--- config.mk ---
export PLATFORM = sky130hd
export DESIGN_NAME = dcs_completion
export DESIGN_NICKNAME = d
export VERILOG_FILES = /design/src/hw/dcs_pkg.sv /design/src/hw/dcs_completion.sv
export SDC_FILE = /design/constraint.sdc
export NUM_CORES = 1
export LEC_CHECK = 0
export BUFFER_PORTS_ARGS = -buffer_cell sky130_fd_sc_hd__buf_2
export CAP_MARGIN = 5
export CORE_MARGIN = 10
export CORE_UTILIZATION = 51
export CTS_BUF_LIST = sky130_fd_sc_hd__clkbuf_8
export DETAILED_ROUTE_END_ITERATION = 7
export PLACE_DENSITY = 0.72
export RECOVER_POWER = 25
export SYNTH_ARGS = -nofsm -noshare
export SYNTH_HDL_FRONTEND = slang
export SYNTH_SLANG_ARGS = --single-unit
--- constraint.sdc ---
create_clock -name CORE_CLK -period 2.8 [get_ports CORE_CLK]
set_input_delay 0.14 -clock CORE_CLK [delete_from_list [all_inputs] [get_ports CORE_CLK]]
set_output_delay 0.14 -clock CORE_CLK [all_outputs]
set_load 0.03 [all_outputs]
--- src/hw/dcs_pkg.sv ---
// shared constants and types for the dma completion signalling block
package dcs_pkg;

    localparam int          DCS_AW            = 8;
    localparam int          DCS_DW            = 32;
    localparam int          DCS_EVW           = 64;

    // register byte offsets
    localparam logic [7:0]  DCS_OFS_CTRL      = 8'h00;
    localparam logic [7:0]  DCS_OFS_CHAIN_LO  = 8'h04;
    localparam logic [7:0]  DCS_OFS_CHAIN_HI  = 8'h08;
    localparam logic [7:0]  DCS_OFS_PEND_LO   = 8'h0C;
    localparam logic [7:0]  DCS_OFS_PEND_HI   = 8'h10;
    localparam logic [7:0]  DCS_OFS_IEN_LO    = 8'h14;
    localparam logic [7:0]  DCS_OFS_IEN_HI    = 8'h18;

    // channel control word fields
    localparam int          DCS_PRIV_LSB      = 24;
    localparam int          DCS_PRIV_W        = 4;
    localparam int          DCS_MID_CHAIN_BIT = 23;
    localparam int          DCS_FIN_CHAIN_BIT = 22;
    localparam int          DCS_MID_IRQ_BIT   = 21;
    localparam int          DCS_FIN_IRQ_BIT   = 20;
    localparam int          DCS_RSVD_BIT      = 19;
    localparam int          DCS_CODE_LSB      = 12;
    localparam int          DCS_CODE_W        = 6;
    localparam int          DCS_MODE_BIT      = 11;
    localparam logic [31:0] DCS_CTRL_RESET    = 32'h0000_0000;
    localparam logic [31:0] DCS_CTRL_WR_MASK  = 32'h00F3_FF0F;
    localparam logic [31:0] DCS_WORD_ZERO     = 32'h0000_0000;
    localparam logic [63:0] DCS_EV_ZERO       = 64'h0000_0000_0000_0000;
    localparam logic [63:0] DCS_EV_ONE        = 64'h0000_0000_0000_0001;

    // one completion report from the transfer engine
    typedef struct packed {
        logic valid;
        logic final_tr;
    } dcs_cmpl_t;

    // avalon request bundle
    typedef struct packed {
        logic              read;
        logic              write;
        logic [DCS_AW-1:0] address;
        logic [3:0]        byteenable;
        logic [DCS_DW-1:0] writedata;
    } dcs_avs_req_t;

endpackage : dcs_pkg

--- src/hw/dcs_completion.sv ---
// completion signalling: control word, chained event and pending registers
//
// Decided for this implementation: the register offsets and the Avalon-MM interface to the registers.
`timescale 1ns/1ps

////////////////////////////////////////////////////////////////////////////
//
// Behaviour
// privilege tag loads from the writing master on any parameter write
// mid chain enable sets chained event bit at code on non-final requests
// final chain enable sets chained event bit at code on final request
// mid irq enable sets pending bit at code on non-final requests
// final irq enable sets pending bit at code on final request
// interrupt raised only while enable bit at pending position is set
// software writes zero into reserved bit 19 of the control word
// six-bit completion code selects the single bit to set
// mode 0 signals after data moved, mode 1 on request submission
// codes 32 to 63 land in the high register of each pair
// chaining and interrupt enables act independently on one completion
module dcs_completion
    import dcs_pkg::*;
(
    input  wire logic              CORE_CLK,
    input  wire logic              RESET,
    input  wire dcs_avs_req_t      AVS_REQ,
    input  wire logic [3:0]        AVS_PRIV_ID,
    input  wire logic              PARAMETER_SET_SET_WRITE,
    input  wire dcs_cmpl_t         TR_SUBMITTED,
    input  wire dcs_cmpl_t         TR_DONE,
    output logic [DCS_DW-1:0]      AVS_READDATA,
    output logic                   AVS_WAITREQUEST,
    output logic [DCS_EVW-1:0]     CHAINED_EVENTS,
    output logic                   CPU_IRQ
);

    ////////////////////////////////////////////////////////////////////////

    logic [DCS_DW-1:0]  ctrl_q;
    logic [DCS_EVW-1:0] chain_q;
    logic [DCS_EVW-1:0] pend_q;
    logic [DCS_EVW-1:0] ien_q;
    logic [DCS_DW-1:0]  rd_d;
    logic               wait_q;
    logic [DCS_DW-1:0]  be_mask;
    logic [DCS_DW-1:0]  wr_bits;
    logic               acc_wr;
    logic               acc_any;
    dcs_cmpl_t          ev;
    logic [DCS_CODE_W-1:0] code;
    logic [DCS_EVW-1:0] code_onehot;
    logic [DCS_EVW-1:0] chain_set;
    logic [DCS_EVW-1:0] pend_set;
    logic [DCS_EVW-1:0] chain_clr;
    logic [DCS_EVW-1:0] pend_clr;
    logic               irq_any;
    logic               do_chain;
    logic               do_pend;

    ////////////////////////////////////////////////////////////////////////
    // bus slave: one wait state, access lands when waitrequest is low

    assign acc_any = (AVS_REQ.read | AVS_REQ.write) & ~wait_q;
    assign acc_wr  = AVS_REQ.write & ~wait_q;
    assign be_mask = {{8{AVS_REQ.byteenable[3]}}, {8{AVS_REQ.byteenable[2]}},
                      {8{AVS_REQ.byteenable[1]}}, {8{AVS_REQ.byteenable[0]}}};
    // lanes applied once, used only by the write-one-to-clear decode
    assign wr_bits = AVS_REQ.writedata & be_mask;

    always_ff @(posedge CORE_CLK)
    begin
        if (RESET)
            wait_q <= 1'b1;
        else if (acc_any)
            wait_q <= 1'b1;
        else if (AVS_REQ.read | AVS_REQ.write)
            wait_q <= 1'b0;
    end

    assign AVS_WAITREQUEST = wait_q;

    always_comb
    begin
        rd_d = DCS_WORD_ZERO;
        unique case (AVS_REQ.address)
            DCS_OFS_CTRL:     rd_d = ctrl_q;
            DCS_OFS_CHAIN_LO: rd_d = chain_q[31:0];
            DCS_OFS_CHAIN_HI: rd_d = chain_q[63:32];
            DCS_OFS_PEND_LO:  rd_d = pend_q[31:0];
            DCS_OFS_PEND_HI:  rd_d = pend_q[63:32];
            DCS_OFS_IEN_LO:   rd_d = ien_q[31:0];
            DCS_OFS_IEN_HI:   rd_d = ien_q[63:32];
            default:          rd_d = DCS_WORD_ZERO;
        endcase
    end

    // data is prepared in the wait cycle so it stands at the accept edge
    always_ff @(posedge CORE_CLK)
    begin
        if (RESET)
            AVS_READDATA <= DCS_WORD_ZERO;
        else if (AVS_REQ.read & wait_q)
            AVS_READDATA <= rd_d;
    end

    ////////////////////////////////////////////////////////////////////////
    // channel control word

    always_ff @(posedge CORE_CLK)
    begin
        if (RESET)
            ctrl_q <= DCS_CTRL_RESET;
        else
        begin
            if (acc_wr && AVS_REQ.address == DCS_OFS_CTRL)
                // tag, bit 19 and other reserved bits are not writable
                ctrl_q <= (ctrl_q & ~(be_mask & DCS_CTRL_WR_MASK))
                        | (AVS_REQ.writedata & be_mask & DCS_CTRL_WR_MASK);
            if ((acc_wr && AVS_REQ.address == DCS_OFS_CTRL) || PARAMETER_SET_SET_WRITE)
                ctrl_q[DCS_PRIV_LSB +: DCS_PRIV_W] <= AVS_PRIV_ID;
        end
    end

    ////////////////////////////////////////////////////////////////////////
    // completion decode

    // early mode trades data safety for latency: chain may fire mid-move
    assign ev = ctrl_q[DCS_MODE_BIT] ? TR_SUBMITTED : TR_DONE;
    assign code = ctrl_q[DCS_CODE_LSB +: DCS_CODE_W];
    // upper half of the vector is the high register of each pair
    assign code_onehot = DCS_EV_ONE << code;

    assign do_chain = ev.valid & (ev.final_tr ? ctrl_q[DCS_FIN_CHAIN_BIT]
                                              : ctrl_q[DCS_MID_CHAIN_BIT]);
    assign do_pend  = ev.valid & (ev.final_tr ? ctrl_q[DCS_FIN_IRQ_BIT]
                                              : ctrl_q[DCS_MID_IRQ_BIT]);
    // chain and interrupt paths are decided separately
    assign chain_set = do_chain ? code_onehot : DCS_EV_ZERO;
    assign pend_set  = do_pend  ? code_onehot : DCS_EV_ZERO;

    ////////////////////////////////////////////////////////////////////////
    // write-one-to-clear decode for both register pairs

    always_comb
    begin
        chain_clr = DCS_EV_ZERO;
        pend_clr  = DCS_EV_ZERO;
        if (acc_wr)
        begin
            unique case (AVS_REQ.address)
                DCS_OFS_CHAIN_LO: chain_clr[31:0]  = wr_bits;
                DCS_OFS_CHAIN_HI: chain_clr[63:32] = wr_bits;
                DCS_OFS_PEND_LO:  pend_clr[31:0]   = wr_bits;
                DCS_OFS_PEND_HI:  pend_clr[63:32]  = wr_bits;
                default:
                begin
                    chain_clr = DCS_EV_ZERO;
                    pend_clr  = DCS_EV_ZERO;
                end
            endcase
        end
    end

    // set beats clear so a completion in the clear cycle is kept
    always_ff @(posedge CORE_CLK)
    begin
        if (RESET)
            chain_q <= DCS_EV_ZERO;
        else
            chain_q <= (chain_q & ~chain_clr) | chain_set;
    end

    always_ff @(posedge CORE_CLK)
    begin
        if (RESET)
            pend_q <= DCS_EV_ZERO;
        else
            pend_q <= (pend_q & ~pend_clr) | pend_set;
    end

    always_ff @(posedge CORE_CLK)
    begin
        if (RESET)
            ien_q <= DCS_EV_ZERO;
        else if (acc_wr && AVS_REQ.address == DCS_OFS_IEN_LO)
            ien_q[31:0] <= (ien_q[31:0] & ~be_mask)
                         | (AVS_REQ.writedata & be_mask);
        else if (acc_wr && AVS_REQ.address == DCS_OFS_IEN_HI)
            ien_q[63:32] <= (ien_q[63:32] & ~be_mask)
                          | (AVS_REQ.writedata & be_mask);
    end

    assign CHAINED_EVENTS = chain_q;

    ////////////////////////////////////////////////////////////////////////
    // interrupt output

    assign irq_any = |(pend_q & ien_q);

    always_ff @(posedge CORE_CLK)
    begin
        if (RESET)
            CPU_IRQ <= 1'b0;
        else
            CPU_IRQ <= irq_any;
    end

    ////////////////////////////////////////////////////////////////////////
    // checks

    AST_PRIV_LOAD: assert property (
        @(posedge CORE_CLK) disable iff (RESET)
        PARAMETER_SET_SET_WRITE |=> ctrl_q[DCS_PRIV_LSB +: DCS_PRIV_W]
                            == $past(AVS_PRIV_ID))
        else $error("privilege tag not loaded from writing master");

    AST_MID_CHAIN: assert property (
        @(posedge CORE_CLK) disable iff (RESET)
        (ev.valid && !ev.final_tr && ctrl_q[DCS_MID_CHAIN_BIT])
        |=> chain_q[$past(code)])
        else $error("intermediate completion did not set chained bit");

    AST_MID_CHAIN_OFF: assert property (
        @(posedge CORE_CLK) disable iff (RESET)
        (ev.valid && !ev.final_tr && !ctrl_q[DCS_MID_CHAIN_BIT])
        |-> chain_set == DCS_EV_ZERO)
        else $error("chained bit set with intermediate chaining off");

    AST_FINAL_CHAIN: assert property (
        @(posedge CORE_CLK) disable iff (RESET)
        (ev.valid && ev.final_tr) |->
        (ctrl_q[DCS_FIN_CHAIN_BIT] ? chain_set == code_onehot
                                   : chain_set == DCS_EV_ZERO))
        else $error("final chaining does not follow its enable");

    AST_MID_IRQ: assert property (
        @(posedge CORE_CLK) disable iff (RESET)
        (ev.valid && !ev.final_tr) |->
        (ctrl_q[DCS_MID_IRQ_BIT] ? pend_set == code_onehot
                                 : pend_set == DCS_EV_ZERO))
        else $error("intermediate pending does not follow its enable");

    AST_FINAL_IRQ: assert property (
        @(posedge CORE_CLK) disable iff (RESET)
        (ev.valid && ev.final_tr && ctrl_q[DCS_FIN_IRQ_BIT])
        |=> pend_q[$past(code)])
        else $error("final completion did not set pending bit");

    AST_IRQ_GATE: assert property (
        @(posedge CORE_CLK) disable iff (RESET)
        ##1 CPU_IRQ == $past(irq_any))
        else $error("interrupt output not gated by enables");

    AST_MODE_EARLY: assert property (
        @(posedge CORE_CLK) disable iff (RESET)
        (ctrl_q[DCS_MODE_BIT] && !TR_SUBMITTED.valid)
        |-> chain_set == DCS_EV_ZERO && pend_set == DCS_EV_ZERO)
        else $error("early mode signalled without a submission");

    AST_HIGH_MAP: assert property (
        @(posedge CORE_CLK) disable iff (RESET)
        (do_chain && code[5]) |-> chain_set[31:0] == 32'h0000_0000
                                  && chain_set[63:32] != 32'h0000_0000)
        else $error("high code did not map into high register");

    AST_BOTH_SET: assert property (
        @(posedge CORE_CLK) disable iff (RESET)
        (do_chain && do_pend) |=> chain_q[$past(code)] && pend_q[$past(code)])
        else $error("chain and pending not both set");

    AST_ONE_WAIT: assert property (
        @(posedge CORE_CLK) disable iff (RESET)
        ((AVS_REQ.read || AVS_REQ.write) && wait_q) |=> !wait_q ##1 wait_q)
        else $error("waitrequest did not drop for exactly one cycle");

    AST_FINAL_CHAIN_SET: assert property (
        @(posedge CORE_CLK) disable iff (RESET)
        (ev.valid && ev.final_tr && ctrl_q[DCS_FIN_CHAIN_BIT])
        |=> chain_q[$past(code)])
        else $error("final completion did not set chained bit");

    AST_MID_IRQ_SET: assert property (
        @(posedge CORE_CLK) disable iff (RESET)
        (ev.valid && !ev.final_tr && ctrl_q[DCS_MID_IRQ_BIT])
        |=> pend_q[$past(code)])
        else $error("intermediate completion did not set pending bit");

    AST_FINAL_IRQ_OFF: assert property (
        @(posedge CORE_CLK) disable iff (RESET)
        (ev.valid && ev.final_tr && !ctrl_q[DCS_FIN_IRQ_BIT])
        |-> pend_set == DCS_EV_ZERO)
        else $error("pending bit set with final interrupt off");

    AST_CHAIN_ONE_BIT: assert property (
        @(posedge CORE_CLK) disable iff (RESET)
        $onehot0(chain_q & ~$past(chain_q)))
        else $error("more than one chained bit rose at once");

    AST_PEND_ONE_BIT: assert property (
        @(posedge CORE_CLK) disable iff (RESET)
        $onehot0(pend_q & ~$past(pend_q)))
        else $error("more than one pending bit rose at once");

    AST_CHAIN_NO_EVENT: assert property (
        @(posedge CORE_CLK) disable iff (RESET)
        !do_chain |=> (chain_q & ~$past(chain_q)) == DCS_EV_ZERO)
        else $error("chained bit rose without an enabled completion");

    AST_PEND_NO_EVENT: assert property (
        @(posedge CORE_CLK) disable iff (RESET)
        !do_pend |=> (pend_q & ~$past(pend_q)) == DCS_EV_ZERO)
        else $error("pending bit rose without an enabled completion");

    AST_TAG_HOLD: assert property (
        @(posedge CORE_CLK) disable iff (RESET)
        !(PARAMETER_SET_SET_WRITE || (acc_wr && AVS_REQ.address == DCS_OFS_CTRL))
        |=> $stable(ctrl_q[DCS_PRIV_LSB +: DCS_PRIV_W]))
        else $error("privilege tag changed without a parameter write");

    AST_RSVD_ZERO: assert property (
        @(posedge CORE_CLK) disable iff (RESET)
        !ctrl_q[DCS_RSVD_BIT])
        else $error("reserved control bit became set");

    AST_IRQ_MASKED: assert property (
        @(posedge CORE_CLK) disable iff (RESET)
        ((pend_q & ien_q) == DCS_EV_ZERO) |=> !CPU_IRQ)
        else $error("interrupt raised with every pending bit masked");

    AST_MODE_NORMAL: assert property (
        @(posedge CORE_CLK) disable iff (RESET)
        (!ctrl_q[DCS_MODE_BIT] && !TR_DONE.valid)
        |-> chain_set == DCS_EV_ZERO && pend_set == DCS_EV_ZERO)
        else $error("normal mode signalled before data moved");

    AST_HIGH_MAP_PEND: assert property (
        @(posedge CORE_CLK) disable iff (RESET)
        (do_pend && code[5]) |-> pend_set[31:0] == DCS_WORD_ZERO
                                 && pend_set[63:32] != DCS_WORD_ZERO)
        else $error("high code did not map into high pending register");

    AST_LOW_MAP: assert property (
        @(posedge CORE_CLK) disable iff (RESET)
        (do_chain && !code[5]) |-> chain_set[63:32] == DCS_WORD_ZERO)
        else $error("low code leaked into high chained register");

    AST_IRQ_FOLLOWS: assert property (
        @(posedge CORE_CLK) disable iff (RESET)
        ((pend_q & ien_q) != DCS_EV_ZERO) |=> CPU_IRQ)
        else $error("unmasked pending bit raised no interrupt");

endmodule : dcs_completion

# Word-level counts from Yosys, hierarchy flattened
# Index checks and enable logic that the tools add are counted.
# totals
reg_bits,258
output_inout_bits,98
# classes
muxes,14
n_eq_ne,6
reduce_logical,9
n_shift,1
bitwise_logic,24
# op_table
op,n
64-bit two-way mux,4
32-bit case mux with 7 select lines,1
64-bit AND,3
32-bit AND,4
32-bit two-way mux,4
64-bit NOT,2
64-bit bitwise OR,2
32-bit bitwise OR,2
64-bit OR reduction,1
1-bit by 6-bit left shift with 64-bit output (first input constant),1
24-bit NOT with 32-bit output,1
32-bit NOT,1
32-bit by 24-bit bitwise OR with 32-bit output,1
28-bit two-way mux,1
8-bit by 5-bit equality test with 1-bit output (second input constant),3
8-bit by 4-bit equality test with 1-bit output (second input constant),2
8-bit by 3-bit equality test with 1-bit output (second input constant),1
8-bit logical NOT,1
1-bit AND,5
4-bit two-way mux,1
1-bit logical AND,3
1-bit two-way mux,2
2-bit two-way mux,1
1-bit NOT,2
other kinds (5),5

# Logic depth before layout (Yosys ltp)
# logic_depth
ltp_word,6
ltp_mapped,8
ltp_nobuf,5

# Worst setup path before layout
# No wires, ideal clock.
# synth_timing
path_type,register to register
from,register wait_q (netlist: AVS_WAITREQUEST)
to,register (tool-made name)
setup_ns,0.128
stages_incl_launch_ff,8
t_arrival_ns,1.647
slack_ns,1.026
cell_sequence,dfxtp_1 > nor2b_1 > and2_1 > clkbuf_1 > and2_1 > buf_2 > mux2i_1 > nor2_1
# synth_rtl
element,line_no,source
from (decl),dcs_completion.sv:43,logic wait_q;
from (signal assigned),dcs_completion.sv:72,wait_q <= 1'b1;
from (signal assigned),dcs_completion.sv:74,wait_q <= 1'b1;
from (signal assigned),dcs_completion.sv:76,wait_q <= 1'b0;

==> results.py <==
metrics = {
    "power_and_ir_drop": {
        "swShare_pct": 23.6,
        "pwr-share-comb_pct": 4.8,
        "power.density_mw_per_mm2": 528,
        "p_clk_share_pct": 45.6,
        "ir_worst_vdd_uv": 315,
        "leakage_uw": 0.00451,
        "intPower_uw": 5450,
        "pwr-share-seq_pct": 49.6,
        "power.switching_uw": 1680,
    },
    "synthesis": {
        "yosysMostFrequentCell": "dfxtp_1",
        "yosys_register_bits": 248,
        "syn_area_per_cell_um2": 8.31,
        "async_reset_ff_share_pct": 0,
        "synth_common_cells": "dfxtp_1, o21ai_0, nand2_1",
        "netlist_instances": 1346,
        "synth-edff-count": 0,
        "ys_warn_count": 0,
        "synth_top_cell_area_share_pct": 44.4,
        "synth.distinct_cells": 39,
        "synthTopCellsByArea": "dfxtp_1, o21ai_0, nor2b_1",
        "seq_area_frac_synth_pct": 44.4,
        "synth_area_leader_cell": "dfxtp_1",
        "syn_area_mm2": 0.0112,
        "syn-num-nets": 1403,
        "synth-main-ff-cell": "dfxtp_1",
    },
    "cts": {
        "cts-root-buf": "clkbuf_8",
        "numCtsBuffers": 41,
        "cts_resized": 0,
        "cts.reportedPaths.clkPinSlew_ps": 60,
        "clk_latency_ps": 550,
        "clock-sinks": 248,
        "cts_setup_buffers": 0,
        "cts_tree": "built",
        "cts.path.max_buffers": 3,
        "htree_num_levels": 2,
    },
    "floorplanning": {
        "die_w_um": 168,
        "num_rows": 54,
        "core-area_mm2": 0.0217,
        "die-area_mm2": 0.0283,
        "start_util_pct": 51.6,
        "io_pins": 155,
        "die_h_um": 168,
    },
    "timing": {
        "finalMaxSlewViolations": 0,
        "clock.fmax_mhz": 387,
        "hold_viol": 0,
        "worst_pin_slew_ps": 1040,
        "setup_viol": 0,
        "skew_ps": 11.6,
        "finalCritPeriodShare_pct": 92.3,
        "rsz0062_at_grt": "no",
        "tns_ps": 0,
        "max_slew_margin_pct": 30.7,
        "min_period_ps": 2590,
    },
    "cells_and_area": {
        "finish.instance_area_mm2": 0.0135,
        "nFillCells": 1994,
        "fin_nets": 1595,
        "num_antenna_cells": 0,
        "drive_above_1_share_pct": 12.4,
        "multiInputGateArea_mm2": 0.00584,
        "register_area_mm2": 0.00496,
        "area_delta_synth_final_pct": 20.9,
    },
    "critical_path": {
        "rr_endpoint": "CHAINED_EVENTS[32]$_SDFF_PP0_",
        "r2r_slack_ps": 210,
        "crit_path_end_kind": "flip-flop",
        "worstPathMaxFanout": 12,
        "critPathLaunchType": "flip-flop",
        "r2r_cells": 5,
        "worstSetupPathType": "flip-flop to flip-flop",
        "required_ps": 3260,
        "arrival_ps": 3040,
    },
    "detailed_routing": {
        "highest-signal-layer": "met5",
        "drtPass1Iterations": 6,
        "vias": 12000,
        "drt-total-wl_mm": 48.0,
        "route.detailed.drc": 0,
        "avgRoutedWirePerCell_um": 26.0,
        "wl_met1_mm": 18.7,
        "wl_met3_mm": 6.93,
        "first_iter_violations": 1875,
        "via_per_inst": 6.51,
        "routed-wl-met2_mm": 20.1,
        "ant_nets": 0,
    },
    "worst_hold_path": {
        "hp-start": "PARAMETER_SET_SET_WRITE",
        "worstHoldEndpoint": "ctrl_q[27]$_SDFFE_PP0P_",
        "hold_path_depth": 4,
        "hp-class": "input port to flip-flop",
    },
    "global_route": {
        "antenna_found_initial": 1,
        "grt_pass1_vias": 11300,
        "grt_max_degree": 116,
        "grt.total_usage_pct": 32.2,
        "grt-ovfl-total": 0,
        "grt_pass1_wl_mm": 71.1,
    },
    "status": {
        "status": "finished, final reports clean",
    },
    "placement": {
        "place_hpwl_mm": 34.2,
        "port-buffer-count": 154,
        "place.gp.congestion": 1.01,
        "placedInstanceArea_mm2": 0.0123,
    },
    "run": {
        "drv_cap": 0,
    },
}
[logic make-up after synthesis]
kind of cell	after synthesis	synth area share, %
compound gates	519	27.4
flops	248	44.4
buf+inv	103	3.86
simple gates	444	19.8
mux	32	4.55
[per-stage QoR]
step	cells	total power, uW	worst slack [ps]	hold slack [ps]	utilization [%]
after floorplan	1346	3760	1030	284	-
after global placement	1720	3900	467	370	56.5
after detailed placement	1720	3900	300	387	56.5
after CTS	1845	7130	274	62.0	62.9
after global routing	1845	7310	69.8	108	62.4
final	1845	7140	215	73.8	62.4
[critical path: stages, from the launching register on]
cell	delay, ps
dfxtp_1	430
mux2i_1	380
mux2i_1	210
nor2_1	820
nand2_1	400
o21ai_0	270
[area by class of cell]
cell class / count / area share [%]
Timing Repair Buffer: 252 / 11.4
Clock buffer: 54 / 5.49
Multi-Input combinational cell: 995 / 43.1
Sequential cell: 248 / 36.7
Clock inverter: 16 / 0.657
Tap cell: 280 / 2.59
[power groups by stage]
stage	logic [uW]	clock network (uW)	registers (uW)
floorplan	142	0	3620
global placement	282	0	3620
detailed placement	284	0	3620
CTS	331	3260	3540
global route	360	3420	3540
finish	344	3250	3540
[routing by layer]
| layer | track usage (%) | up-vias |
|---|---|---|
| met4 | 13.3 | 2 |
| met1 | 42.4 | 5621 |
| li1 | - | 5279 |
| met3 | 11.8 | 173 |
| met2 | 46.8 | 939 |
| met5 | 0 | - |
[worst max path at each step]
stage                                    endpoint  slack [ps]
detailed placement  CHAINED_EVENTS[32]$_SDFF_PP0_         300
CTS                 CHAINED_EVENTS[32]$_SDFF_PP0_         270
global route        CHAINED_EVENTS[33]$_SDFF_PP0_          70
floorplan                               flip-flop        1030
global placement    CHAINED_EVENTS[32]$_SDFF_PP0_         470
finish              CHAINED_EVENTS[32]$_SDFF_PP0_         210
[timing repair]
action | 4_1_cts | 5_1_grt
hold buffers | 55 | 0
endpoints found under the setup margin | 0 | 0
hold endpoints to repair | 87 | 0
[layout by cell type, fill, tap and decap left out, types with 7 or more instances in the layout]
| cell type | instances |
|---|---|
| nor2b_1 | 121 |
| mux2i_1 | 16 |
| o22ai_1 | 8 |
| nor2_1 | 19 |
| and2_1 | 12 |
| nand2_1 | 183 |
| nor3_1 | 8 |
| a222oi_1 | 7 |
| nand4_1 | 10 |
| inv_1 | 13 |
| a221oi_1 | 17 |
| buf_2 | 67 |
| o21ai_1 | 27 |
| nand3_1 | 76 |
| a22o_1 | 46 |
| a22oi_1 | 70 |
| dfxtp_1 | 248 |
| mux4_2 | 15 |
| o21ai_0 | 245 |
| buf_4 | 43 |
| a21oi_1 | 93 |
| clkbuf_1 | 86 |
| clkbuf_8 | 54 |
| dlygate4sd3_1 | 55 |
No activity file was read; power rests on OpenSTA's default activity.
